<file path="config.mk">
export PLATFORM = sky130hd
export DESIGN_NAME = mfp_protect
export DESIGN_NICKNAME = d
export VERILOG_FILES = /design/src/hw/mfp_pkg.sv /design/src/hw/mfp_tick.sv /design/src/hw/mfp_protect.sv
export VERILOG_INCLUDE_DIRS = /design/src /design/src/hw
export SDC_FILE = /design/constraint.sdc
export NUM_CORES = 1
export LEC_CHECK = 0
export ABC_AREA = 1
export CAP_MARGIN = 25
export CORE_MARGIN = 2
export CORE_UTILIZATION = 25
export DETAILED_ROUTE_END_ITERATION = 10
export DONT_BUFFER_PORTS = 1
export SETUP_SLACK_MARGIN = 0.4
export SYNTH_ARGS = -nofsm -noshare
export SYNTH_HDL_FRONTEND = slang
export SYNTH_SLANG_ARGS = --single-unit
</file>
<file path="constraint.sdc">
create_clock -name i_clock -period 6 [get_ports i_clock]
set_clock_uncertainty 0.1 [all_clocks]
set_input_delay 1.2 -clock i_clock [delete_from_list [all_inputs] [get_ports i_clock]]
set_output_delay 1.2 -clock i_clock [all_outputs]
set_load 0.005 [all_outputs]
</file>
<file path="src/hw/mfp_defines.svh">
// constants for the motor fault protection block
`ifndef MFP_DEFINES_SVH
`define MFP_DEFINES_SVH

// ---------------------------------------------------------------
// timing
// ---------------------------------------------------------------
`define MFP_CLK_MHZ        40
`define MFP_TICK_US        125
`define MFP_TICK_CYCLES    (`MFP_TICK_US * `MFP_CLK_MHZ)
`define MFP_CHARGE_MS      100
`define MFP_CHARGE_CYCLES  (`MFP_CHARGE_MS * 1000 * `MFP_CLK_MHZ)

// ---------------------------------------------------------------
// limits, scaled so that code * scale compares with no rounding
// ---------------------------------------------------------------
`define MFP_CUR_SCALE      24'd100
`define MFP_CUR_HI_LIM     24'd61380
`define MFP_CUR_LO_LIM     24'd40920
`define MFP_VBUS_SCALE     24'd6865
`define MFP_VBUS_OV_LIM    24'd4092000
`define MFP_VBUS_UV_LIM    24'd869550
`define MFP_TEMP_SCALE     24'd5
`define MFP_TEMP_LIM       24'd3069
`define MFP_SPEED_LIM      16'sd2400

// ---------------------------------------------------------------
// fault flag positions and reset values
// ---------------------------------------------------------------
`define MFP_F_OC_SW        0
`define MFP_F_OV           1
`define MFP_F_UV           2
`define MFP_F_OS           3
`define MFP_F_OT           4
`define MFP_F_OC_HW        5
`define MFP_NFLAGS         6
`define MFP_FLAGS_RST      6'h00
`define MFP_PWM_OE_ON      6'h3f

`endif

</file>
<file path="src/hw/mfp_pkg.sv">
// types shared by the motor fault protection block
package mfp_pkg;
   // power stage sequence
   typedef enum logic [1:0] {
      MFP_ST_IDLE   = 2'b00,
      MFP_ST_CHARGE = 2'b01,
      MFP_ST_RUN    = 2'b10,
      MFP_ST_ESTOP  = 2'b11
   } mfp_state_t;
endpackage : mfp_pkg

</file>
<file path="src/hw/mfp_tick.sv">
// monitoring period tick generator
`timescale 1ns/10ps
module mfp_tick #(
   parameter int CYCLES = 5000
) (
   input  wire logic i_clock,
   input  wire logic i_rst,
   output logic      o_tick
);
   localparam int W = $clog2(CYCLES);

   // ---------------------------------------------------------------
   // parameter check
   // ---------------------------------------------------------------
   if (CYCLES < 2) begin : g_bad_cycles
      $error("mfp_tick: CYCLES must be at least 2");
   end

   logic [W-1:0] cnt_r;     // cycles since last tick

   // free running counter, one pulse per period
   always_ff @(posedge i_clock) begin
      if (i_rst) begin
         cnt_r  <= '0;
         o_tick <= 1'b0;
      end else if (cnt_r == W'(CYCLES - 1)) begin
         cnt_r  <= '0;
         o_tick <= 1'b1;
      end else begin
         cnt_r  <= cnt_r + W'(1);
         o_tick <= 1'b0;
      end
   end
endmodule : mfp_tick

</file>
<file path="src/hw/mfp_protect.sv">
// motor fault protection monitor and power stage sequencer
`timescale 1ns/10ps
`include "mfp_defines.svh"
module mfp_protect #(
   parameter int TICK_CYCLES   = `MFP_TICK_CYCLES,
   parameter int CHARGE_CYCLES = `MFP_CHARGE_CYCLES
) (
   input  wire logic        i_clock,
   input  wire logic        i_rst,
   input  wire logic        i_ext_fault_n,
   input  wire logic [9:0]  i_phase_u_code,
   input  wire logic [9:0]  i_phase_v_code,
   input  wire logic [9:0]  i_phase_w_code,
   input  wire logic [9:0]  i_bus_voltage_code,
   input  wire logic [9:0]  i_temp_code,
   input  wire logic signed [15:0] i_speed_rpm,
   input  wire logic [5:0]  i_pwm,
   input  wire logic        i_start,
   input  wire logic        i_restart,
   input  wire logic        i_clear_flags,
   input  wire logic        i_clear_hiz,
   output logic [5:0]       o_pwm,
   output logic [5:0]       o_pwm_oe,
   output logic             o_hiz,
   output logic             o_estop,
   output logic             o_inrush_gate,
   output logic             o_power_ready,
   output logic [5:0]       o_fault_flags
);
   // ---------------------------------------------------------------
   // parameter checks
   // ---------------------------------------------------------------
   if (CHARGE_CYCLES < 1) begin : g_bad_charge
      $error("mfp_protect: CHARGE_CYCLES must be at least 1");
   end

   // ---------------------------------------------------------------
   // scaled compare helpers
   // ---------------------------------------------------------------
   // code times scale, wide enough for 3ff * 6865
   function automatic logic [23:0] mfp_scale(input logic [9:0] code,
                                             input logic [23:0] k);
      mfp_scale = 24'({14'h0000, code} * k);
   endfunction : mfp_scale

   // current magnitude above 10 A in either direction
   function automatic logic mfp_cur_over(input logic [9:0] code);
      logic [23:0] s;
      s = mfp_scale(code, `MFP_CUR_SCALE);
      mfp_cur_over = (s > `MFP_CUR_HI_LIM) || (s < `MFP_CUR_LO_LIM);
   endfunction : mfp_cur_over

   // ---------------------------------------------------------------
   // declarations
   // ---------------------------------------------------------------
   logic        ext_s1_r;     // synchroniser stage one
   logic        ext_s2_r;     // synchroniser stage two
   logic        tick;         // one monitoring period pulse
   logic [5:0]  ev;           // fault events this cycle
   logic        sw_fault;     // any sampled fault event
   logic        hiz_nxt;      // next tristate state
   logic [5:0]  flags_nxt;    // next sticky flags
   logic        restart_ok;   // restart allowed this cycle
   logic        charge_done;  // charge wait complete
   logic [31:0] charge_cnt_r; // charge wait counter
   mfp_pkg::mfp_state_t state_r;
   mfp_pkg::mfp_state_t state_nxt;

   // ---------------------------------------------------------------
   // external fault synchroniser
   // ---------------------------------------------------------------
   // pin is asynchronous, so two flops before use; costs two cycles
   always_ff @(posedge i_clock) begin
      if (i_rst) begin
         ext_s1_r <= 1'b1;
         ext_s2_r <= 1'b1;
      end else begin
         ext_s1_r <= i_ext_fault_n;
         ext_s2_r <= ext_s1_r;
      end
   end

   // ---------------------------------------------------------------
   // monitoring period
   // ---------------------------------------------------------------
   mfp_tick #(
      .CYCLES (TICK_CYCLES)
   ) u_tick (
      .i_clock (i_clock),
      .i_rst   (i_rst),
      .o_tick  (tick)
   );

   // ---------------------------------------------------------------
   // limit checks
   // ---------------------------------------------------------------
   // sampled checks only look at inputs on the tick
   always_comb begin
      ev = 6'h00;
      if (tick) begin
         ev[`MFP_F_OC_SW] = mfp_cur_over(i_phase_u_code)
                         || mfp_cur_over(i_phase_v_code)
                         || mfp_cur_over(i_phase_w_code);
         ev[`MFP_F_OV] = mfp_scale(i_bus_voltage_code,
                                   `MFP_VBUS_SCALE)
                         > `MFP_VBUS_OV_LIM;
         ev[`MFP_F_UV] = mfp_scale(i_bus_voltage_code,
                                   `MFP_VBUS_SCALE)
                         < `MFP_VBUS_UV_LIM;
         ev[`MFP_F_OS] = (i_speed_rpm > `MFP_SPEED_LIM)
                      || (i_speed_rpm < -`MFP_SPEED_LIM);
         ev[`MFP_F_OT] = mfp_scale(i_temp_code, `MFP_TEMP_SCALE)
                         > `MFP_TEMP_LIM;
      end
      // hardware fault is a level, low means fault
      ev[`MFP_F_OC_HW] = !ext_s2_r;
   end

   assign sw_fault = |ev[`MFP_F_OT:`MFP_F_OC_SW];

   // ---------------------------------------------------------------
   // sticky fault flags
   // ---------------------------------------------------------------
   // set wins over clear so a fault in the clear cycle is kept
   assign flags_nxt = ev | (i_clear_flags ? 6'h00 : o_fault_flags);

   always_ff @(posedge i_clock) begin
      if (i_rst) begin
         o_fault_flags <= `MFP_FLAGS_RST;
      end else begin
         o_fault_flags <= flags_nxt;
      end
   end

   // ---------------------------------------------------------------
   // pwm tristate latch
   // ---------------------------------------------------------------
   // no software path can hold this off; only clear releases it
   assign hiz_nxt = !ext_s2_r || (o_hiz && !i_clear_hiz);

   always_ff @(posedge i_clock) begin
      if (i_rst) begin
         o_hiz    <= 1'b0;
         o_pwm_oe <= `MFP_PWM_OE_ON;
      end else begin
         o_hiz    <= hiz_nxt;
         o_pwm_oe <= hiz_nxt ? 6'h00 : `MFP_PWM_OE_ON;
      end
   end

   // ---------------------------------------------------------------
   // capacitor charge wait
   // ---------------------------------------------------------------
   assign charge_done = (charge_cnt_r == 32'(CHARGE_CYCLES - 1));

   // counts only while charging, restarts from zero otherwise
   always_ff @(posedge i_clock) begin
      if (i_rst) begin
         charge_cnt_r <= 32'h0000_0000;
      end else if (state_r == mfp_pkg::MFP_ST_CHARGE && !charge_done) begin
         charge_cnt_r <= charge_cnt_r + 32'h0000_0001;
      end else if (state_r != mfp_pkg::MFP_ST_CHARGE) begin
         charge_cnt_r <= 32'h0000_0000;
      end
   end

   // ---------------------------------------------------------------
   // power stage sequence
   // ---------------------------------------------------------------
   // restart needs every flag clear and the tristate released
   assign restart_ok = i_restart && (flags_nxt == 6'h00) && !hiz_nxt;

   always_comb begin
      state_nxt = state_r;
      unique case (state_r)
         mfp_pkg::MFP_ST_IDLE: begin
            if (i_start) begin
               state_nxt = mfp_pkg::MFP_ST_CHARGE;
            end
         end
         mfp_pkg::MFP_ST_CHARGE: begin
            if (charge_done) begin
               state_nxt = mfp_pkg::MFP_ST_RUN;
            end
         end
         mfp_pkg::MFP_ST_RUN: begin
            if (sw_fault || ev[`MFP_F_OC_HW]) begin
               state_nxt = mfp_pkg::MFP_ST_ESTOP;
            end
         end
         mfp_pkg::MFP_ST_ESTOP: begin
            if (restart_ok) begin
               state_nxt = mfp_pkg::MFP_ST_RUN;
            end
         end
      endcase
   end

   // state register
   always_ff @(posedge i_clock) begin
      if (i_rst) begin
         state_r <= mfp_pkg::MFP_ST_IDLE;
      end else begin
         state_r <= state_nxt;
      end
   end

   // ---------------------------------------------------------------
   // registered outputs
   // ---------------------------------------------------------------
   // gate drives follow pwm only while running; stop forces all low
   always_ff @(posedge i_clock) begin
      if (i_rst) begin
         o_pwm         <= 6'h00;
         o_estop       <= 1'b0;
         o_inrush_gate <= 1'b0;
         o_power_ready <= 1'b0;
      end else begin
         o_pwm   <= (state_nxt == mfp_pkg::MFP_ST_RUN) ? i_pwm
                                                       : 6'h00;
         o_estop <= (state_nxt == mfp_pkg::MFP_ST_ESTOP);
         // inrush gate stays on once charged, even through a stop
         o_inrush_gate <= (state_nxt == mfp_pkg::MFP_ST_RUN)
                       || (state_nxt == mfp_pkg::MFP_ST_ESTOP);
         o_power_ready <= (state_nxt == mfp_pkg::MFP_ST_RUN);
      end
   end

   // ---------------------------------------------------------------
   // assertions
   // ---------------------------------------------------------------
   property p_hiz_on_fault;
      @(posedge i_clock) disable iff (i_rst)
         !ext_s2_r |=> (o_pwm_oe == 6'h00) && o_hiz;
   endproperty
   a_hiz_on_fault: assert property (p_hiz_on_fault)
      else $error("pwm pins not tristated after external fault");
   property p_hiz_hold;
      @(posedge i_clock) disable iff (i_rst)
         o_hiz && !i_clear_hiz |=> o_hiz && (o_pwm_oe == 6'h00);
   endproperty
   a_hiz_hold: assert property (p_hiz_hold)
      else $error("tristate released without clear");

   property p_oc;
      @(posedge i_clock) disable iff (i_rst)
         tick && (i_phase_u_code > 10'd613 || i_phase_u_code < 10'd410
               || i_phase_v_code > 10'd613 || i_phase_v_code < 10'd410
               || i_phase_w_code > 10'd613 || i_phase_w_code < 10'd410)
         |=> o_fault_flags[0] && (o_pwm == 6'h00);
   endproperty
   a_oc: assert property (p_oc)
      else $error("overcurrent not flagged");
   property p_ov;
      @(posedge i_clock) disable iff (i_rst)
         tick && (i_bus_voltage_code > 10'd596) |=> o_fault_flags[1];
   endproperty
   a_ov: assert property (p_ov)
      else $error("overvoltage not flagged");
   property p_uv;
      @(posedge i_clock) disable iff (i_rst)
         tick && !i_clear_flags ##1 !$past(o_fault_flags[2])
         |-> o_fault_flags[2] == ($past(i_bus_voltage_code) < 10'd127);
   endproperty
   a_uv: assert property (p_uv)
      else $error("undervoltage flag wrong at the limit");
   property p_os;
      @(posedge i_clock) disable iff (i_rst)
         tick && (i_speed_rpm == 16'sd2400) && !o_fault_flags[3]
         && !i_clear_flags |=> !o_fault_flags[3];
   endproperty
   a_os: assert property (p_os)
      else $error("overspeed raised at exactly the limit");

   property p_ot;
      @(posedge i_clock) disable iff (i_rst)
         tick && (i_temp_code > 10'd613) |=> o_fault_flags[4];
   endproperty
   a_ot: assert property (p_ot)
      else $error("overtemperature not flagged");
   property p_only_on_tick;
      @(posedge i_clock) disable iff (i_rst)
         !tick |=> (o_fault_flags[4:0] & ~$past(o_fault_flags[4:0]))
                   == 5'h00;
   endproperty
   a_only_on_tick: assert property (p_only_on_tick)
      else $error("sampled fault raised off the tick");

   property p_stop_gates;
      @(posedge i_clock) disable iff (i_rst)
         o_estop |-> (o_pwm == 6'h00) && !o_power_ready;
   endproperty
   a_stop_gates: assert property (p_stop_gates)
      else $error("gate drive active during stop");
   property p_stop_hold;
      @(posedge i_clock) disable iff (i_rst)
         o_estop && !i_restart |=> o_estop;
   endproperty
   a_stop_hold: assert property (p_stop_hold)
      else $error("stop left without restart");

   property p_charge;
      @(posedge i_clock) disable iff (i_rst)
         $rose(o_inrush_gate) |-> $past(charge_done);
   endproperty
   a_charge: assert property (p_charge)
      else $error("inrush gate on before charge wait");

   c_hiz:     cover property (@(posedge i_clock) disable iff (i_rst)
                              $rose(o_hiz));
   c_estop:   cover property (@(posedge i_clock) disable iff (i_rst)
                              $rose(o_estop));
   c_restart: cover property (@(posedge i_clock) disable iff (i_rst)
                              o_estop ##1 o_power_ready);
   c_run:     cover property (@(posedge i_clock) disable iff (i_rst)
                              $rose(o_power_ready));
endmodule : mfp_protect

</file>
==> results of run 1 <==
[where the power goes]
group / internal (mW) / total (mW) / switching, mW
clock: 0.321 / 0.521 / 0.200
sequential: 0.455 / 0.463 / 0.00871
combinational: 0.769 / 1.99 / 1.22
total: 1.55 / 2.97 / 1.43
[routing by layer]
layer | global-route usage | wire length, um | vias up
met2 | 0.197 | 10700 | 146
met1 | 0.150 | 11300 | 3930
li1 | - | - | 4628
met3 | 0.0207 | 1020 | 14
met4 | 0.0159 | 137 | 0
met5 | 0 | 0 | -
[critical path, stage by stage]
cell and delay, ns:
sky130_fd_sc_hd__ha_1 0.35, sky130_fd_sc_hd__fa_1 0.52, sky130_fd_sc_hd__inv_1 0.05, sky130_fd_sc_hd__fa_1 0.52, sky130_fd_sc_hd__inv_1 0.05, sky130_fd_sc_hd__fa_1 0.43
sky130_fd_sc_hd__ha_1 0.29, sky130_fd_sc_hd__ha_1 0.39, sky130_fd_sc_hd__nand2_1 0.10, sky130_fd_sc_hd__nor3_1 0.25, sky130_fd_sc_hd__and2_1 0.17, sky130_fd_sc_hd__nand2_1 0.07
sky130_fd_sc_hd__nand2_1 0.07, sky130_fd_sc_hd__nand2_1 0.06, sky130_fd_sc_hd__nand3_1 0.08, sky130_fd_sc_hd__nor2_1 0.04, sky130_fd_sc_hd__nand3_1 0.07, sky130_fd_sc_hd__nand2_1 0.06
sky130_fd_sc_hd__nand2_2 0.08, sky130_fd_sc_hd__nand3_1 0.07, sky130_fd_sc_hd__nand2_1 0.06, sky130_fd_sc_hd__nand3_1 0.08, sky130_fd_sc_hd__nand2_2 0.11, sky130_fd_sc_hd__nand3_4 0.15
sky130_fd_sc_hd__nor2_2 0.12
[timing repair]
item / CTS / global route
gates resized for setup: 0 / 7
endpoints found under the setup margin: 0 / 9
hold endpoints to repair: 0 / 0
[worst paths after layout]
path,endpoint
worst max-delay path,o_pwm[0]
worst min register to register,ext_s2_r
worst max register to register,charge_cnt_r[28]
worst min-delay path,ext_s2_r
[state kept, by name, indices dropped and copies added, names as in the netlist, 2 cells and up]
signal / flops
charge_cnt_r: 32
state_r: 2
u_tick.cnt_r: 13
o_fault_flags: 6
o_pwm: 6
[cell type report]
type | count | area [um^2]
sequential | 67 | 1340
inverter | 300 | 1130
timing repair buffer | 1 | 7.51
clock buffer | 10 | 229
fill | 4316 | 27900
tap | 518 | 648
multi-input combinational | 1072 | 7370
clock inverter | 6 | 66.3
[layout by cell type (no fill, tap or decap), types with 2 or more instances in the layout]
master and count:
sky130_fd_sc_hd__clkinvlp_4 3, sky130_fd_sc_hd__fa_1 42, sky130_fd_sc_hd__ha_1 201, sky130_fd_sc_hd__nor2_2 9
sky130_fd_sc_hd__nor3b_1 5, sky130_fd_sc_hd__nor4_1 13, sky130_fd_sc_hd__xnor2_1 6, sky130_fd_sc_hd__o21ai_0 20
sky130_fd_sc_hd__o211ai_1 3, sky130_fd_sc_hd__nand4_1 26, sky130_fd_sc_hd__a21oi_1 61, sky130_fd_sc_hd__o21bai_1 6
sky130_fd_sc_hd__xor2_1 12, sky130_fd_sc_hd__nor2_1 123, sky130_fd_sc_hd__or2_1 2, sky130_fd_sc_hd__a21oi_2 8
sky130_fd_sc_hd__nand3b_1 14, sky130_fd_sc_hd__inv_1 296, sky130_fd_sc_hd__inv_2 3, sky130_fd_sc_hd__dfxtp_1 67
sky130_fd_sc_hd__nor3_2 2, sky130_fd_sc_hd__ha_4 3, sky130_fd_sc_hd__nor2_4 2, sky130_fd_sc_hd__o21a_1 3
sky130_fd_sc_hd__nor3_1 26, sky130_fd_sc_hd__a31oi_1 3, sky130_fd_sc_hd__nand2_2 11, sky130_fd_sc_hd__nand3_1 100
sky130_fd_sc_hd__clkbuf_16 9, sky130_fd_sc_hd__a21o_1 5, sky130_fd_sc_hd__nand2_1 345, sky130_fd_sc_hd__or2_2 5
[cells by family after synthesis]
kind of cell / after synthesis / share of synthesized area
AND/OR/NAND/NOR: 695 / 0.317
buffers and inverters: 312 / 0.121
flip-flops: 67 / 0.136
AO/OA/AOI/OAI: 113 / 0.0655
XOR/XNOR: 18 / 0.0160
adder cells (fa/ha/maj): 246 / 0.344
==> impl_metrics.xml, run 1 <==
<?xml version="1.0" encoding="UTF-8"?>
<metrics>
  <group name="status">
    <metric name="status" unit="">complete, no violations</metric>
  </group>
  <group name="flow_run">
    <metric name="maxCapViolCount" unit="">0</metric>
  </group>
  <group name="sta">
    <metric name="post-route-min-period" unit="ns">5.27</metric>
    <metric name="tightestPinTransition" unit="ns">0.813</metric>
    <metric name="fin_ws" unit="ns">0.735</metric>
    <metric name="setup_repair_after_global_routing_missed_its_margin" unit="">no</metric>
    <metric name="totalNegativeSetupSlack" unit="ns">0</metric>
    <metric name="total_setup_violations_reported_at_the_end_of_the_flow" unit="">0</metric>
    <metric name="layout_worst_path_cycle_share" unit="">0.878</metric>
    <metric name="drv_slew" unit="">0</metric>
    <metric name="achievable_clock_frequency" unit="MHz">190</metric>
    <metric name="finalHoldWorstSlack" unit="ns">0.312</metric>
    <metric name="slew-limit-headroom" unit="">0.452</metric>
    <metric name="hold_viol" unit="">0</metric>
  </group>
  <group name="clocking">
    <metric name="root_buffer" unit="">sky130_fd_sc_hd__clkbuf_16</metric>
    <metric name="clkLatencyLatePin" unit="ns">0.34</metric>
    <metric name="postCtsSetupRepairBufs" unit="">0</metric>
    <metric name="post_cts_hold_buffer_count" unit="">0</metric>
    <metric name="cts_inserted_buffers" unit="">9</metric>
    <metric name="numClockSinks" unit="">67</metric>
    <metric name="cts-root-to-sink-buffers" unit="">2</metric>
    <metric name="ctsHtreeMaxLevel" unit="">3</metric>
    <metric name="clock_tree_from_tritoncts" unit="">yes</metric>
    <metric name="clk_transition_reported_paths" unit="ns">0.06</metric>
  </group>
  <group name="global_routing">
    <metric name="grt_first_pass_wirelength" unit="um">38800</metric>
    <metric name="global_route.overflow_total" unit="">0</metric>
    <metric name="number_of_antenna_violations_at_the_first_check_in_global_routing" unit="">0</metric>
    <metric name="grt_pass1_vias" unit="">8362</metric>
    <metric name="gr-usage-all-layers" unit="">0.114</metric>
    <metric name="grt_max_degree" unit="">21</metric>
  </group>
  <group name="setup_path">
    <metric name="worstSetupPathType" unit="">in2reg</metric>
    <metric name="timing.reg2reg.worst_path_depth" unit="">14</metric>
    <metric name="crit-reg2reg-launch" unit="">charge_cnt_r[0]</metric>
    <metric name="crit_start" unit="">i_bus_voltage_code[7]</metric>
    <metric name="timing.critical_path.to_type" unit="">flip-flop</metric>
    <metric name="worst-endpoint-required" unit="ns">6.17</metric>
    <metric name="critPathArrivalTime" unit="ns">5.44</metric>
    <metric name="start_kind" unit="">input port</metric>
    <metric name="critical_path_peak_fanout" unit="">7</metric>
    <metric name="rrSetupSlack" unit="ns">3.57</metric>
  </group>
  <group name="final_layout">
    <metric name="layout.nets" unit="">1776</metric>
    <metric name="stdcell_count" unit="">1974</metric>
    <metric name="num_antenna_cells" unit="">0</metric>
    <metric name="ratio_of_cells_with_drive_above_1_in_the_final_layout" unit="">0.0467</metric>
    <metric name="area_growth_syn_to_layout" unit="%">9.48</metric>
    <metric name="finish.instance_area" unit="um^2">10800</metric>
    <metric name="final_core_util" unit="">0.279</metric>
  </group>
  <group name="synth">
    <metric name="ys_async_sr_fraction" unit="">0</metric>
    <metric name="ys_seq_elements" unit="">67</metric>
    <metric name="synth.cell_area" unit="um^2">9850</metric>
    <metric name="synth_area_leader_cell" unit="">sky130_fd_sc_hd__ha_1</metric>
    <metric name="yosysMostFrequentCell" unit="">sky130_fd_sc_hd__nand2_1</metric>
    <metric name="post_synth_main_area_contributors" unit="">sky130_fd_sc_hd__ha_1, sky130_fd_sc_hd__dfxtp_1, sky130_fd_sc_hd__nand2_1</metric>
    <metric name="synth_top_area_share" unit="">0.259</metric>
    <metric name="yosysUniqueCellTypes" unit="">49</metric>
    <metric name="syn_area_per_cell" unit="um^2">6.79</metric>
    <metric name="synth.yosys.seq_area_share" unit="">0.136</metric>
    <metric name="syn_nets" unit="">1776</metric>
    <metric name="number_of_enable_flip_flop_cells_after_synthesis" unit="">0</metric>
    <metric name="syn-instance-count" unit="">1451</metric>
    <metric name="ys_dominant_reg_cell" unit="">sky130_fd_sc_hd__dfxtp_1</metric>
    <metric name="yosys_warnings" unit="">0</metric>
    <metric name="netlist_top_cells_count" unit="">sky130_fd_sc_hd__nand2_1, sky130_fd_sc_hd__inv_1, sky130_fd_sc_hd__ha_1</metric>
  </group>
  <group name="route">
    <metric name="wire_per_inst" unit="um">11.8</metric>
    <metric name="drt_via_density" unit="">4.42</metric>
    <metric name="dr.first_iter.drc_count" unit="">308</metric>
    <metric name="drc_errors" unit="">0</metric>
    <metric name="detail_route.first_pass.iterations" unit="">5</metric>
    <metric name="vias" unit="">8718</metric>
    <metric name="routed_wirelength" unit="um">23200</metric>
    <metric name="antenna_violating_nets_left" unit="">0</metric>
  </group>
  <group name="floorplanning">
    <metric name="floorplan_core_area" unit="um^2">38700</metric>
    <metric name="boundaryPins" unit="">101</metric>
    <metric name="die_outline_height" unit="um">203</metric>
    <metric name="die_footprint" unit="um^2">41000</metric>
    <metric name="row_count" unit="">72</metric>
    <metric name="chipWidth" unit="um">203</metric>
    <metric name="initial_core_utilization" unit="">0.254</metric>
  </group>
  <group name="placed_design">
    <metric name="placement.setup.worst_slack" unit="ns">0.293</metric>
    <metric name="dp.final_hpwl" unit="um">20300</metric>
    <metric name="place_congestion" unit="">0.861</metric>
    <metric name="post-place-cells" unit="">1958</metric>
    <metric name="placement.cell_area" unit="um^2">10400</metric>
    <metric name="io_buffers" unit="">0</metric>
  </group>
  <group name="pwr">
    <metric name="post-layout-total-power" unit="mW">2.97</metric>
    <metric name="power.leakage" unit="nW">5.72</metric>
    <metric name="power.density_cell_area" unit="nW/um^2">276</metric>
    <metric name="max-vdd-ir-drop" unit="V">0.000141</metric>
  </group>
  <group name="hold_path">
    <metric name="min_path_cells" unit="">1</metric>
    <metric name="hold_path.startpoint" unit="">ext_s1_r</metric>
    <metric name="hold_path_class" unit="">reg2reg</metric>
  </group>
</metrics>
No activity file was read; power rests on OpenSTA's default activity.
==> inputs of run 2 (changes only) <==
--- a/config.mk
+++ b/config.mk
@@ -9,10 +9,11 @@
 export ABC_AREA = 1
 export CAP_MARGIN = 25
 export CORE_MARGIN = 2
-export CORE_UTILIZATION = 25
+export CORE_UTILIZATION = 24
 export DETAILED_ROUTE_END_ITERATION = 10
 export DONT_BUFFER_PORTS = 1
 export SETUP_SLACK_MARGIN = 0.4
+export SLEW_MARGIN = 20
 export SYNTH_ARGS = -nofsm -noshare
 export SYNTH_HDL_FRONTEND = slang
 export SYNTH_SLANG_ARGS = --single-unit
==> constraint.sdc (replaced) <==
create_clock -name i_clock -period 5.26 [get_ports i_clock]
set_clock_uncertainty 0.1 [all_clocks]
set_input_delay 1.052 -clock i_clock [delete_from_list [all_inputs] [get_ports i_clock]]
set_output_delay 1.052 -clock i_clock [all_outputs]
set_load 0.005 [all_outputs]
==> impl_metrics.xml, run 2 (synthesis results as in run 1) <==
<?xml version="1.0" encoding="UTF-8"?>
<metrics>
  <group name="status">
    <metric name="status" unit="">complete, no violations</metric>
  </group>
  <group name="global_routing">
    <metric name="number_of_antenna_violations_at_the_first_check_in_global_routing" unit="">0</metric>
    <metric name="grt_max_degree" unit="">21</metric>
    <metric name="grt_pass1_vias" unit="">8685</metric>
    <metric name="gr-usage-all-layers" unit="">0.113</metric>
    <metric name="global_route.overflow_total" unit="">0</metric>
    <metric name="grt_first_pass_wirelength" unit="um">39500</metric>
  </group>
  <group name="floorplanning">
    <metric name="initial_core_utilization" unit="">0.242</metric>
    <metric name="die_outline_height" unit="um">207</metric>
    <metric name="chipWidth" unit="um">207</metric>
    <metric name="die_footprint" unit="um^2">42700</metric>
    <metric name="boundaryPins" unit="">101</metric>
    <metric name="row_count" unit="">74</metric>
    <metric name="floorplan_core_area" unit="um^2">40600</metric>
  </group>
  <group name="placed_design">
    <metric name="place_congestion" unit="">0.865</metric>
    <metric name="post-place-cells" unit="">1986</metric>
    <metric name="io_buffers" unit="">0</metric>
    <metric name="dp.final_hpwl" unit="um">20700</metric>
  </group>
  <group name="clocking">
    <metric name="clkLatencyLatePin" unit="ns">0.33</metric>
    <metric name="numClockSinks" unit="">67</metric>
    <metric name="ctsHtreeMaxLevel" unit="">3</metric>
    <metric name="clock_tree_from_tritoncts" unit="">yes</metric>
    <metric name="root_buffer" unit="">sky130_fd_sc_hd__clkbuf_16</metric>
    <metric name="cts_inserted_buffers" unit="">9</metric>
    <metric name="clk_transition_reported_paths" unit="ns">0.06</metric>
    <metric name="cts-root-to-sink-buffers" unit="">2</metric>
  </group>
  <group name="final_layout">
    <metric name="num_antenna_cells" unit="">0</metric>
    <metric name="mostFrequentLayoutCells" unit="">sky130_fd_sc_hd__nand2_1, sky130_fd_sc_hd__inv_1, sky130_fd_sc_hd__ha_1</metric>
    <metric name="final-seq-area" unit="um^2">1340</metric>
    <metric name="top_register" unit="">charge_cnt_r</metric>
    <metric name="largest_register_ffs" unit="">32</metric>
    <metric name="n_fill_cell" unit="">4388</metric>
    <metric name="area_used_by_multi_input_combinational_logic" unit="um^2">7790</metric>
    <metric name="layout.nets" unit="">1796</metric>
    <metric name="ratio_of_cells_with_drive_above_1_in_the_final_layout" unit="">0.107</metric>
    <metric name="area_growth_syn_to_layout" unit="%">15.4</metric>
    <metric name="stdcell_count" unit="">2008</metric>
    <metric name="layout.cells.most_common" unit="">sky130_fd_sc_hd__nand2_1</metric>
    <metric name="largest_registers" unit="">charge_cnt_r x32, u_tick.cnt_r x13</metric>
  </group>
  <group name="sta">
    <metric name="post-route-min-period" unit="ns">4.98</metric>
    <metric name="finalHoldWorstSlack" unit="ns">0.307</metric>
    <metric name="drv_slew" unit="">0</metric>
    <metric name="slew-limit-headroom" unit="">0.565</metric>
    <metric name="layout_worst_path_cycle_share" unit="">0.947</metric>
    <metric name="achievable_clock_frequency" unit="MHz">201</metric>
    <metric name="total_setup_violations_reported_at_the_end_of_the_flow" unit="">0</metric>
    <metric name="hold_viol" unit="">0</metric>
    <metric name="tightestPinTransition" unit="ns">0.646</metric>
    <metric name="setup_repair_after_global_routing_missed_its_margin" unit="">yes</metric>
  </group>
  <group name="pwr">
    <metric name="power.share.combinational" unit="">0.724</metric>
    <metric name="switching_share" unit="">0.474</metric>
    <metric name="post-layout-total-power" unit="mW">3.95</metric>
    <metric name="max-vdd-ir-drop" unit="V">0.000276</metric>
    <metric name="cell_int_power" unit="mW">2.08</metric>
    <metric name="power_frac_seq" unit="">0.134</metric>
    <metric name="pwr-share-clk" unit="">0.142</metric>
    <metric name="switching_power" unit="mW">1.87</metric>
    <metric name="power.leakage" unit="nW">5.84</metric>
    <metric name="power.density_cell_area" unit="nW/um^2">347</metric>
  </group>
  <group name="setup_path">
    <metric name="r2r-end" unit="">charge_cnt_r[28]</metric>
    <metric name="timing.critical_path.to_type" unit="">flip-flop</metric>
    <metric name="critPathArrivalTime" unit="ns">5.15</metric>
    <metric name="timing.reg2reg.worst_path_depth" unit="">14</metric>
    <metric name="critical_path_peak_fanout" unit="">7</metric>
    <metric name="crit-reg2reg-launch" unit="">charge_cnt_r[0]</metric>
    <metric name="worstSetupPathType" unit="">in2reg</metric>
    <metric name="rrSetupSlack" unit="ns">2.81</metric>
    <metric name="critPathMaxStageDelay" unit="ns">0.52</metric>
    <metric name="start_kind" unit="">input port</metric>
    <metric name="worst-endpoint-required" unit="ns">5.43</metric>
    <metric name="cpMaxStageDelayCell" unit="">sky130_fd_sc_hd__fa_1</metric>
  </group>
  <group name="route">
    <metric name="drt_via_density" unit="">4.37</metric>
    <metric name="wire_per_inst" unit="um">11.8</metric>
    <metric name="dr.first_iter.drc_count" unit="">305</metric>
    <metric name="antenna_violating_nets_left" unit="">0</metric>
    <metric name="drc_errors" unit="">0</metric>
    <metric name="detail_route.first_pass.iterations" unit="">4</metric>
    <metric name="vias" unit="">8767</metric>
    <metric name="routed_wirelength" unit="um">23800</metric>
  </group>
  <group name="hold_path">
    <metric name="min_path_cells" unit="">1</metric>
    <metric name="hold_path_class" unit="">reg2reg</metric>
    <metric name="hold_path.startpoint" unit="">ext_s1_r</metric>
    <metric name="timing.hold.worst_endpoint" unit="">ext_s2_r</metric>
  </group>
  <group name="flow_run">
    <metric name="maxCapViolCount" unit="">0</metric>
  </group>
</metrics>
-- run 2: repair_timing --
item,4_1_cts,5_1_grt
buffers inserted,3,3
pin swaps,7,29
cloned,0,0
setup endpoints to repair,7,10
hold buffers,0,0
resized for setup,1,40
-- run 2: worst max path at each step --
stage / start / end / cells after the start
5_1_grt: i_bus_voltage_code[5] / o_pwm[3] / 27
6_report: i_bus_voltage_code[5] / o_pwm[2] / 27
3_3_place_gp: i_bus_voltage_code[3] / o_pwm[0] / 26
2_1_floorplan: i_bus_voltage_code[5] / o_pwm[0] / 27
3_5_place_dp: i_bus_voltage_code[5] / o_pwm[4] / 27
4_1_cts: i_bus_voltage_code[5] / o_pwm[4] / 27
-- run 2: area by class of cell --
type / instances / share of cell area
clock inverter: 6 / 0.00352
tap: 532 / 0.0585
multi-input combinational: 1072 / 0.685
inverter: 300 / 0.0992
clock buffer: 10 / 0.0210
sequential: 67 / 0.118
timing repair buffer: 21 / 0.0145
-- run 2: worst max-delay path: cells and delay by family --
family          cells  cell delay (ns)
compound gates      1             0.15
buf+inv             6             0.29
fa+ha+maj           6             2.27
simple gates       13             1.22
xor+xnor            1             0.16
-- run 2: per-layer routing --
metal  global-route usage  vias to the layer above  share of wire
li1                     -                     4678              -
met1                0.136                     3996           0.46
met2                0.211                       80           0.50
met3               0.0179                       13          0.032
met4               0.0196                        0         0.0082
met5                    0                        -              0
-- run 2: power groups by stage --
stage                     sequential [mW]  clock (mW)  combinational (mW)
after floorplan                     0.536           0                2.10
after global placement              0.538           0                2.64
after detailed placement            0.539           0                2.67
after CTS                           0.527       0.580                2.70
after global routing                0.529       0.603                3.26
final                               0.528       0.562                2.86
-- run 2: per-stage QoR --
stage | setup WS [ns] | util | setup TNS [ns] | cell area (um^2)
after floorplan | 0.298 | - | 0 | 10200
after global placement | 0.00732 | 0.268 | 0 | 10900
after detailed placement | -0.0181 | 0.268 | -0.0365 | 10900
after CTS | 0.332 | 0.275 | 0 | 11200
after global routing | 0.0691 | 0.280 | 0 | 11400
final | 0.277 | 0.280 | 0 | 11400
